==> config.mk <==
export PLATFORM = sky130hd
export DESIGN_NAME = vecirq_top
export DESIGN_NICKNAME = d
export VERILOG_FILES = /design/src/pkg/vecirq_pkg.sv /design/src/rtl/vecirq_pin_sync.sv /design/src/rtl/vecirq_route.sv /design/src/rtl/vecirq_top.sv
export SDC_FILE = /design/constraint.sdc
export NUM_CORES = 1
export LEC_CHECK = 0
export ABC_AREA = 1
export BUFFER_PORTS_ARGS = -buffer_cell sky130_fd_sc_hd__buf_2
export CAP_MARGIN = 40
export CORE_MARGIN = 3
export CORE_UTILIZATION = 57
export CTS_CLUSTER_SIZE = 40
export DETAILED_ROUTE_END_ITERATION = 8
export PLACE_DENSITY_LB_ADDON = 0.1
export REMOVE_ABC_BUFFERS = 1
export SKIP_CTS_REPAIR_TIMING = 1
export SYNTH_ARGS = -nofsm -noshare
export SYNTH_HDL_FRONTEND = slang
export SYNTH_SLANG_ARGS = --single-unit
==> constraint.sdc <==
create_clock -name mclk -period 1.9 [get_ports mclk]
set_clock_uncertainty 0.15 [all_clocks]
set_input_delay 0.285 -clock mclk [delete_from_list [all_inputs] [get_ports mclk]]
set_output_delay 0.285 -clock mclk [all_outputs]
set_load 0.01 [all_outputs]
==> src/pkg/vecirq_pkg.sv <==
/*
  shared constants and carrier types for the interrupt enable/select front end.
  assumes a 32-bit apb slave port and 32 request sources.
*/
package vecirq_pkg;

  localparam int unsigned VECIRQ_SRC_W = 32;
  localparam int unsigned VECIRQ_SYNC_STAGES = 3;

  // register byte addresses
  localparam logic [31:0] VECIRQ_RAW_STATUS_ADDR = 32'hFFFFF008;
  localparam logic [31:0] VECIRQ_CLASS_SEL_ADDR = 32'hFFFFF00C;
  localparam logic [31:0] VECIRQ_EN_SET_ADDR = 32'hFFFFF010;
  localparam logic [31:0] VECIRQ_EN_CLR_ADDR = 32'hFFFFF014;

  // reset values, and read data for the write-only and unmapped addresses
  localparam logic [31:0] VECIRQ_RAW_STATUS_RST = 32'h00000000;
  localparam logic [31:0] VECIRQ_CLASS_SEL_RST = 32'h00000000;
  localparam logic [31:0] VECIRQ_EN_SET_RST = 32'h00000000;
  localparam logic [31:0] VECIRQ_RDATA_NONE = 32'h00000000;

  // classification bit values
  localparam logic VECIRQ_CLASS_NORMAL = 1'h0;
  localparam logic VECIRQ_CLASS_FAST = 1'h1;

  // fixed source bit positions
  localparam int unsigned VECIRQ_POS_WATCHDOG = 0;
  localparam int unsigned VECIRQ_POS_CORE_DEBUG_A = 2;
  localparam int unsigned VECIRQ_POS_CORE_DEBUG_B = 3;
  localparam int unsigned VECIRQ_POS_COUNTER_A = 4;
  localparam int unsigned VECIRQ_POS_COUNTER_B = 5;
  localparam int unsigned VECIRQ_POS_SERIAL_PORT_A = 6;
  localparam int unsigned VECIRQ_POS_SERIAL_PORT_B = 7;
  localparam int unsigned VECIRQ_POS_TWO_WIRE_A = 9;
  localparam int unsigned VECIRQ_POS_SYNC_SERIAL_A = 10;
  localparam int unsigned VECIRQ_POS_SYNC_SERIAL_B = 11;
  localparam int unsigned VECIRQ_POS_CLOCK_SYNTH = 12;
  localparam int unsigned VECIRQ_POS_CLOCK_CAL = 13;
  localparam int unsigned VECIRQ_POS_EXT_PIN_A = 14;
  localparam int unsigned VECIRQ_POS_EXT_PIN_B = 15;
  localparam int unsigned VECIRQ_POS_EXT_PIN_C = 16;
  localparam int unsigned VECIRQ_POS_CONVERTER = 18;
  localparam int unsigned VECIRQ_POS_TWO_WIRE_B = 19;
  localparam int unsigned VECIRQ_POS_COUNTER_C = 26;
  localparam int unsigned VECIRQ_POS_COUNTER_D = 27;

  typedef enum logic [2:0] {
    VECIRQ_SEL_NONE,
    VECIRQ_SEL_RAW,
    VECIRQ_SEL_CLASS,
    VECIRQ_SEL_EN_SET,
    VECIRQ_SEL_EN_CLR
  } vecirq_sel_t;

  typedef struct packed {
    logic [31:0] addr;
    logic write;
    logic [31:0] wdata;
    logic [3:0] strb;
  } vecirq_apb_req_t;

  typedef struct packed {
    logic [31:0] fast;
    logic [31:0] normal;
  } vecirq_route_t;

endpackage : vecirq_pkg

==> src/rtl/vecirq_pin_sync.sv <==
/*
  three-stage synchroniser for the peripheral request lines.
  assumes the lines may change at any time relative to mclk.
*/
`timescale 1ns/1ps
module vecirq_pin_sync
  import vecirq_pkg::*;
#(
  parameter int unsigned WIDTH = VECIRQ_SRC_W
) (
  input wire logic mclk,
  input wire logic rstn,
  input wire logic ce,
  input wire logic [WIDTH-1:0] async_in,
  output logic [WIDTH-1:0] sync_out
);

  typedef struct packed {
    logic [WIDTH-1:0] s1;
    logic [WIDTH-1:0] s2;
    logic [WIDTH-1:0] s3;
    logic [WIDTH-1:0] stable;
  } vecirq_sync_state_t;

  vecirq_sync_state_t state_r;
  vecirq_sync_state_t state_nxt;

  if (WIDTH < 1) begin : g_width_check
    $error("vecirq_pin_sync: width must be at least 1");
  end

  always_comb begin
    state_nxt = state_r;
    state_nxt.s1 = async_in;
    state_nxt.s2 = state_r.s1;
    state_nxt.s3 = state_r.s2;
    // a change counts once stages two and three agree
    for (int i = 0; i < WIDTH; i++) begin
      if (state_r.s2[i] == state_r.s3[i]) begin
        state_nxt.stable[i] = state_r.s3[i];
      end
    end
  end

  always_ff @(posedge mclk or negedge rstn) begin
    if (!rstn) begin
      state_r <= '0;
    end else if (ce) begin
      state_r <= state_nxt;
    end
  end

  assign sync_out = state_r.stable;

endmodule : vecirq_pin_sync

==> src/rtl/vecirq_route.sv <==
/*
  enable gating and fast/normal classification of raw source bits.
  assumes raw, enable and class vectors come from flip-flops on mclk.
*/
`timescale 1ns/1ps
module vecirq_route
  import vecirq_pkg::*;
#(
  parameter int unsigned WIDTH = VECIRQ_SRC_W
) (
  input wire logic [WIDTH-1:0] raw,
  input wire logic [WIDTH-1:0] enable,
  input wire logic [WIDTH-1:0] class_sel,
  output vecirq_route_t routed
);

  logic [WIDTH-1:0] gated;

  assign gated = raw & enable;

  always_comb begin
    routed = '0;
    for (int i = 0; i < WIDTH; i++) begin
      if (class_sel[i] == VECIRQ_CLASS_FAST) begin
        routed.fast[i] = gated[i];
      end else begin
        routed.normal[i] = gated[i];
      end
    end
  end

endmodule : vecirq_route

==> src/rtl/vecirq_top.sv <==
/*
  interrupt enable/select front end: raw status, enable mask set/clear,
  fast/normal classification, apb register slave.
  assumes an apb master on mclk, request lines from other domains,
  force bits from logic on mclk.
*/
// Design decision made here: register access over APB.
`timescale 1ns/1ps
module vecirq_top
  import vecirq_pkg::*;
#(
  parameter int unsigned NUM_SRC = VECIRQ_SRC_W
) (
  input wire logic mclk,
  input wire logic rstn,
  input wire logic ce,
  input wire logic [NUM_SRC-1:0] periph_req,
  input wire logic [NUM_SRC-1:0] software_force_bits,
  input wire logic psel,
  input wire logic penable,
  input wire logic pwrite,
  input wire logic [31:0] paddr,
  input wire logic [31:0] pwdata,
  input wire logic [3:0] pstrb,
  output logic [31:0] prdata,
  output logic pready,
  output logic pslverr,
  output logic [NUM_SRC-1:0] fast_req_vec,
  output logic [NUM_SRC-1:0] normal_req_vec,
  output logic fast_interrupt_out,
  output logic normal_interrupt_out
);

  typedef struct packed {
    logic [NUM_SRC-1:0] raw;
    logic [NUM_SRC-1:0] enable;
    logic [NUM_SRC-1:0] class_sel;
    logic [NUM_SRC-1:0] fast_vec;
    logic [NUM_SRC-1:0] normal_vec;
    logic fast_out;
    logic normal_out;
    logic [31:0] rdata;
    logic slverr;
    logic captured;
  } vecirq_state_t;

  vecirq_state_t state_r;
  vecirq_state_t state_nxt;
  vecirq_apb_req_t req;
  vecirq_route_t routed;
  logic [NUM_SRC-1:0] req_sync;
  logic [31:0] wmask;
  logic [31:0] lanes;
  vecirq_sel_t sel;
  logic setup_ph;
  logic access_ph;

  if (NUM_SRC < 1 || NUM_SRC > 32) begin : g_num_src_check
    $error("vecirq_top: NUM_SRC must be 1 to 32");
  end

  function automatic vecirq_sel_t decode(input logic [31:0] addr);
    unique case (addr)
      VECIRQ_RAW_STATUS_ADDR: decode = VECIRQ_SEL_RAW;
      VECIRQ_CLASS_SEL_ADDR: decode = VECIRQ_SEL_CLASS;
      VECIRQ_EN_SET_ADDR: decode = VECIRQ_SEL_EN_SET;
      VECIRQ_EN_CLR_ADDR: decode = VECIRQ_SEL_EN_CLR;
      default: decode = VECIRQ_SEL_NONE;
    endcase
  endfunction : decode

  function automatic logic [31:0] strb_mask(input logic [3:0] strb);
    strb_mask = {{8{strb[3]}}, {8{strb[2]}}, {8{strb[1]}}, {8{strb[0]}}};
  endfunction : strb_mask

  function automatic logic [31:0] widen(input logic [NUM_SRC-1:0] v);
    widen = 32'h00000000;
    widen[NUM_SRC-1:0] = v;
  endfunction : widen

  vecirq_pin_sync #(
    .WIDTH(NUM_SRC)
  ) u_sync (
    .mclk(mclk),
    .rstn(rstn),
    .ce(ce),
    .async_in(periph_req),
    .sync_out(req_sync)
  );

  vecirq_route #(
    .WIDTH(NUM_SRC)
  ) u_route (
    .raw(state_r.raw),
    .enable(state_r.enable),
    .class_sel(state_r.class_sel),
    .routed(routed)
  );

  assign req.addr = paddr;
  assign req.write = pwrite;
  assign req.wdata = pwdata;
  assign req.strb = pstrb;
  assign sel = decode(req.addr);
  assign setup_ph = psel && !penable;
  assign access_ph = psel && penable;
  assign lanes = strb_mask(req.strb);
  assign wmask = req.wdata & lanes;

  always_comb begin
    state_nxt = state_r;
    // source positions are fixed by wiring of periph_req
    state_nxt.raw = req_sync | software_force_bits;
    state_nxt.fast_vec = routed.fast[NUM_SRC-1:0];
    state_nxt.normal_vec = routed.normal[NUM_SRC-1:0];
    state_nxt.fast_out = |routed.fast;
    state_nxt.normal_out = |routed.normal;
    // read data captured in setup; a setup edge lost to ce low costs one wait state
    if (setup_ph || (access_ph && !state_r.captured)) begin
      state_nxt.captured = 1'h1;
      state_nxt.slverr = (sel == VECIRQ_SEL_NONE);
      unique case (sel)
        VECIRQ_SEL_RAW: state_nxt.rdata = widen(state_r.raw);
        VECIRQ_SEL_CLASS: state_nxt.rdata = widen(state_r.class_sel);
        VECIRQ_SEL_EN_SET: state_nxt.rdata = widen(state_r.enable);
        VECIRQ_SEL_EN_CLR: state_nxt.rdata = VECIRQ_RDATA_NONE;
        VECIRQ_SEL_NONE: state_nxt.rdata = VECIRQ_RDATA_NONE;
      endcase
    end
    if (access_ph && state_r.captured) begin
      state_nxt.captured = 1'h0;
      if (req.write) begin
        unique case (sel)
          VECIRQ_SEL_CLASS: begin
            state_nxt.class_sel = (state_r.class_sel & ~lanes[NUM_SRC-1:0])
              | (req.wdata[NUM_SRC-1:0] & lanes[NUM_SRC-1:0]);
          end
          VECIRQ_SEL_EN_SET: begin
            state_nxt.enable = state_r.enable | wmask[NUM_SRC-1:0];
          end
          VECIRQ_SEL_EN_CLR: begin
            state_nxt.enable = state_r.enable & ~wmask[NUM_SRC-1:0];
          end
          VECIRQ_SEL_RAW: begin
            state_nxt.raw = req_sync | software_force_bits;
          end
          VECIRQ_SEL_NONE: begin
            state_nxt.slverr = 1'h1;
          end
        endcase
      end
    end
    if (!psel) begin
      state_nxt.captured = 1'h0;
    end
  end

  always_ff @(posedge mclk or negedge rstn) begin
    if (!rstn) begin
      state_r <= '0;
      state_r.raw <= VECIRQ_RAW_STATUS_RST[NUM_SRC-1:0];
      state_r.enable <= VECIRQ_EN_SET_RST[NUM_SRC-1:0];
      state_r.class_sel <= VECIRQ_CLASS_SEL_RST[NUM_SRC-1:0];
    end else if (ce) begin
      state_r <= state_nxt;
    end
  end

  assign pready = access_ph && ce && state_r.captured;
  assign prdata = state_r.rdata;
  assign pslverr = access_ph && state_r.captured && state_r.slverr;
  assign fast_req_vec = state_r.fast_vec;
  assign normal_req_vec = state_r.normal_vec;
  assign fast_interrupt_out = state_r.fast_out;
  assign normal_interrupt_out = state_r.normal_out;

endmodule : vecirq_top

## Word level (Yosys, flattened, before mapping)

Cells that the tools add are included.

| word-level totals | value |
|---|---|
| bits in registers | 324 |
| input bits | 138 |
| output and inout port bits | 100 |

| operators by class | value |
|---|---|
| equality and inequality tests | 41 |
| muxes and demuxes | 72 |
| bitwise operators | 9 |
| reduce and logical (&&, ||, !) cells | 51 |

Operators by type and width:

| cell | count |
|---|---|
| 32-bit AND | 4 |
| 32-bit == test (second input constant) | 4 |
| 32-bit one-hot mux with 4 select lines | 1 |
| 32-bit bitwise OR | 3 |
| 2-bit AND reduction | 34 |
| 1-bit 2-to-1 mux | 67 |
| 32-bit inverter | 2 |
| 32-bit one-hot mux with 2 select lines | 1 |
| 32-bit OR reduction | 2 |
| 1-bit == test | 32 |
| 3-bit one-hot mux with 4 select lines | 1 |
| 4-bit AND reduction | 2 |
| 1-bit logical AND | 7 |
| 3-bit by 2-bit == test with 1-bit output (second input constant) | 2 |
| 2-bit 2-to-1 mux | 2 |
| 3-bit by 1-bit == test with 1-bit output (second input constant) | 1 |
| 3-bit == test (second input constant) | 1 |
| 3-bit logical NOT | 1 |
| 3-bit by 1-bit inequality test with 1-bit output (second input constant) | 1 |
| 1-bit logical NOT | 2 |
| 2-bit nonzero test | 1 |
| 2-bit OR reduction | 1 |
| 1-bit logical OR | 1 |

## Logic depth before layout (Yosys ltp)

| logic depth | value |
|---|---|
| word-level depth | 8 |
| gate-level depth with buffers | 12 |
| mapped depth without buffers | 11 |

## Cells and area by module

A second synthesis with hierarchy kept.

| unflattened totals | value |
|---|---|
| cell total of the unflattened synthesis | 2164 |
| area total of the unflattened synthesis | 16271.9 µm² |

Modules (own cells, without submodules):

| module | instances | cells each | area an instance (µm²) | seq. area each (µm²) |
|---|---|---|---|---|
| vecirq_top | 1 | 1336 | 10158.5 | 4904.7 |
| vecirq_pin_sync | 1 | 700 | 5632.9 | 3203.1 |
| vecirq_route | 1 | 128 | 480.5 | 0.0 |

## Worst setup path after synthesis

Ideal clock, no wire load.

| timing path | value |
|---|---|
| path kind | input port to flip-flop |
| from | input paddr[10] |
| to | register (tool-made name) |
| arrival time | 1.271 ns |
| data required time | 1.637 ns |
| path slack | 0.366 ns |
| cell stages on the path | 11 |
| path buffers | 1 |
| path through | inv_1 -> nand2_1 -> nor2_2 -> nand2_2 -> nor2_2 -> nand2_1 -> nand2_4 -> buf_4 -> nand4_1 -> nand2_1 -> inv_1 |

RTL lines:

| element | line | source |
|---|---|---|
| from (decl) | vecirq_top.sv:22 | `input wire logic [31:0] paddr,` |

## Final worst setup path

| timing path | value |
|---|---|
| from | register state_r[0] (netlist name) |
| to | output pready |

| between the ends | value |
|---|---|
| longest elaborated chain between the ends | 1 |

Ends and longest elaborated chain:

| element | line | source |
|---|---|---|
| from (decl) | vecirq_top.sv:47 | `vecirq_state_t state_r;` |
| from (signal assigned) | vecirq_top.sv:165 | `state_r <= state_nxt;` |
| 1-bit logical AND | vecirq_top.sv:169 | `assign pready = access_ph && ce && state_r.captured;` |
| to (decl) | vecirq_top.sv:26 | `output logic pready,` |

No other way between the ends.

==> impl_metrics.json <==
{
  "timing.final.ws_setup_ps": 91.5,
  "switchingPower_mw": 4.03,
  "gp_congestion": 0.838,
  "clk_latency_ps": 520,
  "critPathLaunchType": "flip-flop",
  "vias_per_cell": 5.32,
  "worst_pin_slew_ps": 411,
  "nets": 2300,
  "period_needed_ps": 1810,
  "rsz0062_at_grt": "false",
  "synth_xor_area_share_pct": 0,
  "crit_required_ps": 1460,
  "yosysTopAreaCell": "dfrtp_1",
  "grt_first_pass_wirelength_microns": 63600,
  "endpoint_kind": "output port",
  "first_pass_iters": 5,
  "std_cell_rows": 59,
  "die_w_microns": 171,
  "io_buffer_count": 237,
  "cts_tree": "done",
  "fin_cells": 2520,
  "grt_pass1_vias": 12600,
  "drtIter0Drc": 1074,
  "clk_path_buf_depth": 3,
  "place_ws_ps": 9.26,
  "status": "finished with violations",
  "synth.distinct_cells": 21,
  "dpl_cell_area_sq_um": 16600,
  "netlist_top_cells_area": "dfrtp_1 52%, nand2_1 14%, nand3_1 8.4%",
  "grt_use_total_pct": 27.0,
  "ys_ff_latch": 324,
  "power.leakage_nw": 10.0,
  "p_int_mw": 12.1,
  "ys_seq_area_share_pct": 52.1,
  "drc": 0,
  "drive_above_1_share_pct": 16.7,
  "violations": "hold timing",
  "dp_cells": 2363,
  "crit_slowest_cell": "dfrtp_1",
  "p_clk_share_pct": 42.0,
  "synth_compound_area_share_pct": 7.32,
  "final_area_sq_um": 18700,
  "crit_path_max_fanout": 2,
  "crit_type": "flip-flop to output port",
  "synth_top_family_by_area": "simple AND/OR/NAND/NOR gates",
  "cts_sinks": 324,
  "hold_violations": 1,
  "initial_core_util_pct": 58.8,
  "relSlewSlack_pct": 72.6,
  "hold_class": "primary input to flip-flop",
  "fp.dieArea_sq_um": 29300,
  "fmax_mhz": 553,
  "num_vias": 13400,
  "area_delta_synth_final_pct": 20.2,
  "synth_cells": 1944,
  "clk_pin_slew_ps": 70,
  "vdd_drop_max_v": 0.000756,
  "holdWs_ps": -9.06,
  "yosys_warnings": 0,
  "cts_buffers": 36,
  "wl_per_cell_microns": 16.1,
  "syn_area_sq_um": 15500,
  "final-setup-viol-count": 0,
  "worstPathArrival_ps": 1370,
  "switching_share_pct": 24.9,
  "period_share_pct": 95.2,
  "die_h_microns": 171,
  "synth-adder-area-share_pct": 0,
  "crit_chain": "nand2_2 > nor2_2 > inv_1 > nor2_1 > buf_2",
  "synth.avg_cell_area_sq_um": 8.00,
  "seq_power_share_pct": 47.6,
  "yosysTopAreaCellShare_pct": 52.1,
  "drtAntennaViolNets": 0,
  "place_hpwl_microns": 26500,
  "antenna_found_initial": 0,
  "ios": 238,
  "final-max-slew-violation-count": 0,
  "synth_mux_area_share_pct": 0,
  "maxCapViolCount": 0,
  "p_per_area_nw_per_um2": 866,
  "htreeDepth": 2,
  "overflow": 0,
  "cts_root_buf": "clkbuf_16",
  "pwr-share-comb_pct": 10.4,
  "cpPeakStageDelay_ps": 380,
  "fp.coreArea_sq_um": 26400,
  "drt-total-wl_microns": 40600,
  "grt_max_degree": 105,
  "synth_simple_gate_area_share_pct": 27.2
}
==> cells by family (layout without fill, tap and decap cells) <==
family,after synthesis,count (layout)
and+or+nand+nor,975,975
other,0,1
buffers and inverters,418,658
DFF,324,324
AOI/OAI and AO/OA,227,227
==> cell usage after synthesis (all sizes together) <==
master    n
nor2     77
dfrtp   324
nand3   261
clkbuf   42
nand3b   22
inv     224
nor3      7
nand4    38
nand2   570
buf     152
o21ai   226
a31oi     1
==> power by group through the flow <==
stage / registers (mW) / clock network [mW] / logic, mW
after floorplan: 7.79 / 0 / 0.706
after global placement: 7.80 / 0 / 1.47
after detailed placement: 7.82 / 0 / 1.52
after CTS: 7.70 / 6.93 / 1.53
after global routing: 7.77 / 7.18 / 1.92
final: 7.71 / 6.79 / 1.68
==> metrics by stage <==
step | total power, mW | setup TNS (ps) | util, %
2_1_floorplan | 8.50 | -169280 | -
3_3_place_gp | 9.27 | 0 | 62.7
3_5_place_dp | 9.33 | 0 | 62.7
6_report | 16.2 | 0 | 70.7
4_1_cts | 16.2 | -16.2 | 67.0
5_1_grt | 16.9 | 0 | 70.7
==> critical path: cells and delay by family, from the launching register on <==
kind | cells | cell delay [ps]
DFF | 1 | 380
and+or+nand+nor | 3 | 280
buffers and inverters | 2 | 210
==> path summary, 6_finish.rpt <==
kind,from,to,slack [ps],cells after the start
setup / recovery,state_r[0],pready,90,5
hold / removal,pwdata[22],flip-flop,-9,5
setup reg to reg,state_r[0],flip-flop,120,10
hold reg to reg,fast_req_vec[30],fast_req_vec[30],330,2
max in group asynchronous,rstn,prdata[16],830,3
min in group asynchronous,rstn,u_sync.state_nxt[94],140,2
==> per-layer routing <==
metal	vias up	wire [microns]	global-route usage [%]
li1	6522	-	-
met1	6326	17600	37.5
met2	484	19100	44.9
met3	71	3040	4.76
met4	0	854	6.44
met5	-	0	0
==> cells in the final DEF, fill, tap and decap left out, drive strengths merged, types with 6 or more instances in the layout <==
| cell type | synthesis | routed |
|---|---|---|
| nand3b | 22 | 22 |
| nand4 | 38 | 38 |
| buf | 152 | 279 |
| inv | 224 | 224 |
| dlygate4sd3 | 0 | 95 |
| nand3 | 261 | 261 |
| clkinv | 0 | 6 |
| nor2 | 77 | 77 |
| nor3 | 7 | 7 |
| dfrtp | 324 | 324 |
| o21ai | 226 | 226 |
| nand2 | 570 | 570 |
| clkbuf | 42 | 53 |
==> area by class of cell <==
type | instances | area [sq um]
clock buffers | 53 | 1090
repair buffers | 374 | 2760
diodes | 1 | 2.50
well taps | 335 | 419
clock inverters | 7 | 60.1
inverters | 224 | 846
flip-flops and latches | 324 | 8110
fillers | 2156 | 7740
multi-input cells | 1202 | 5410
(Power assumes the default switching activity.)
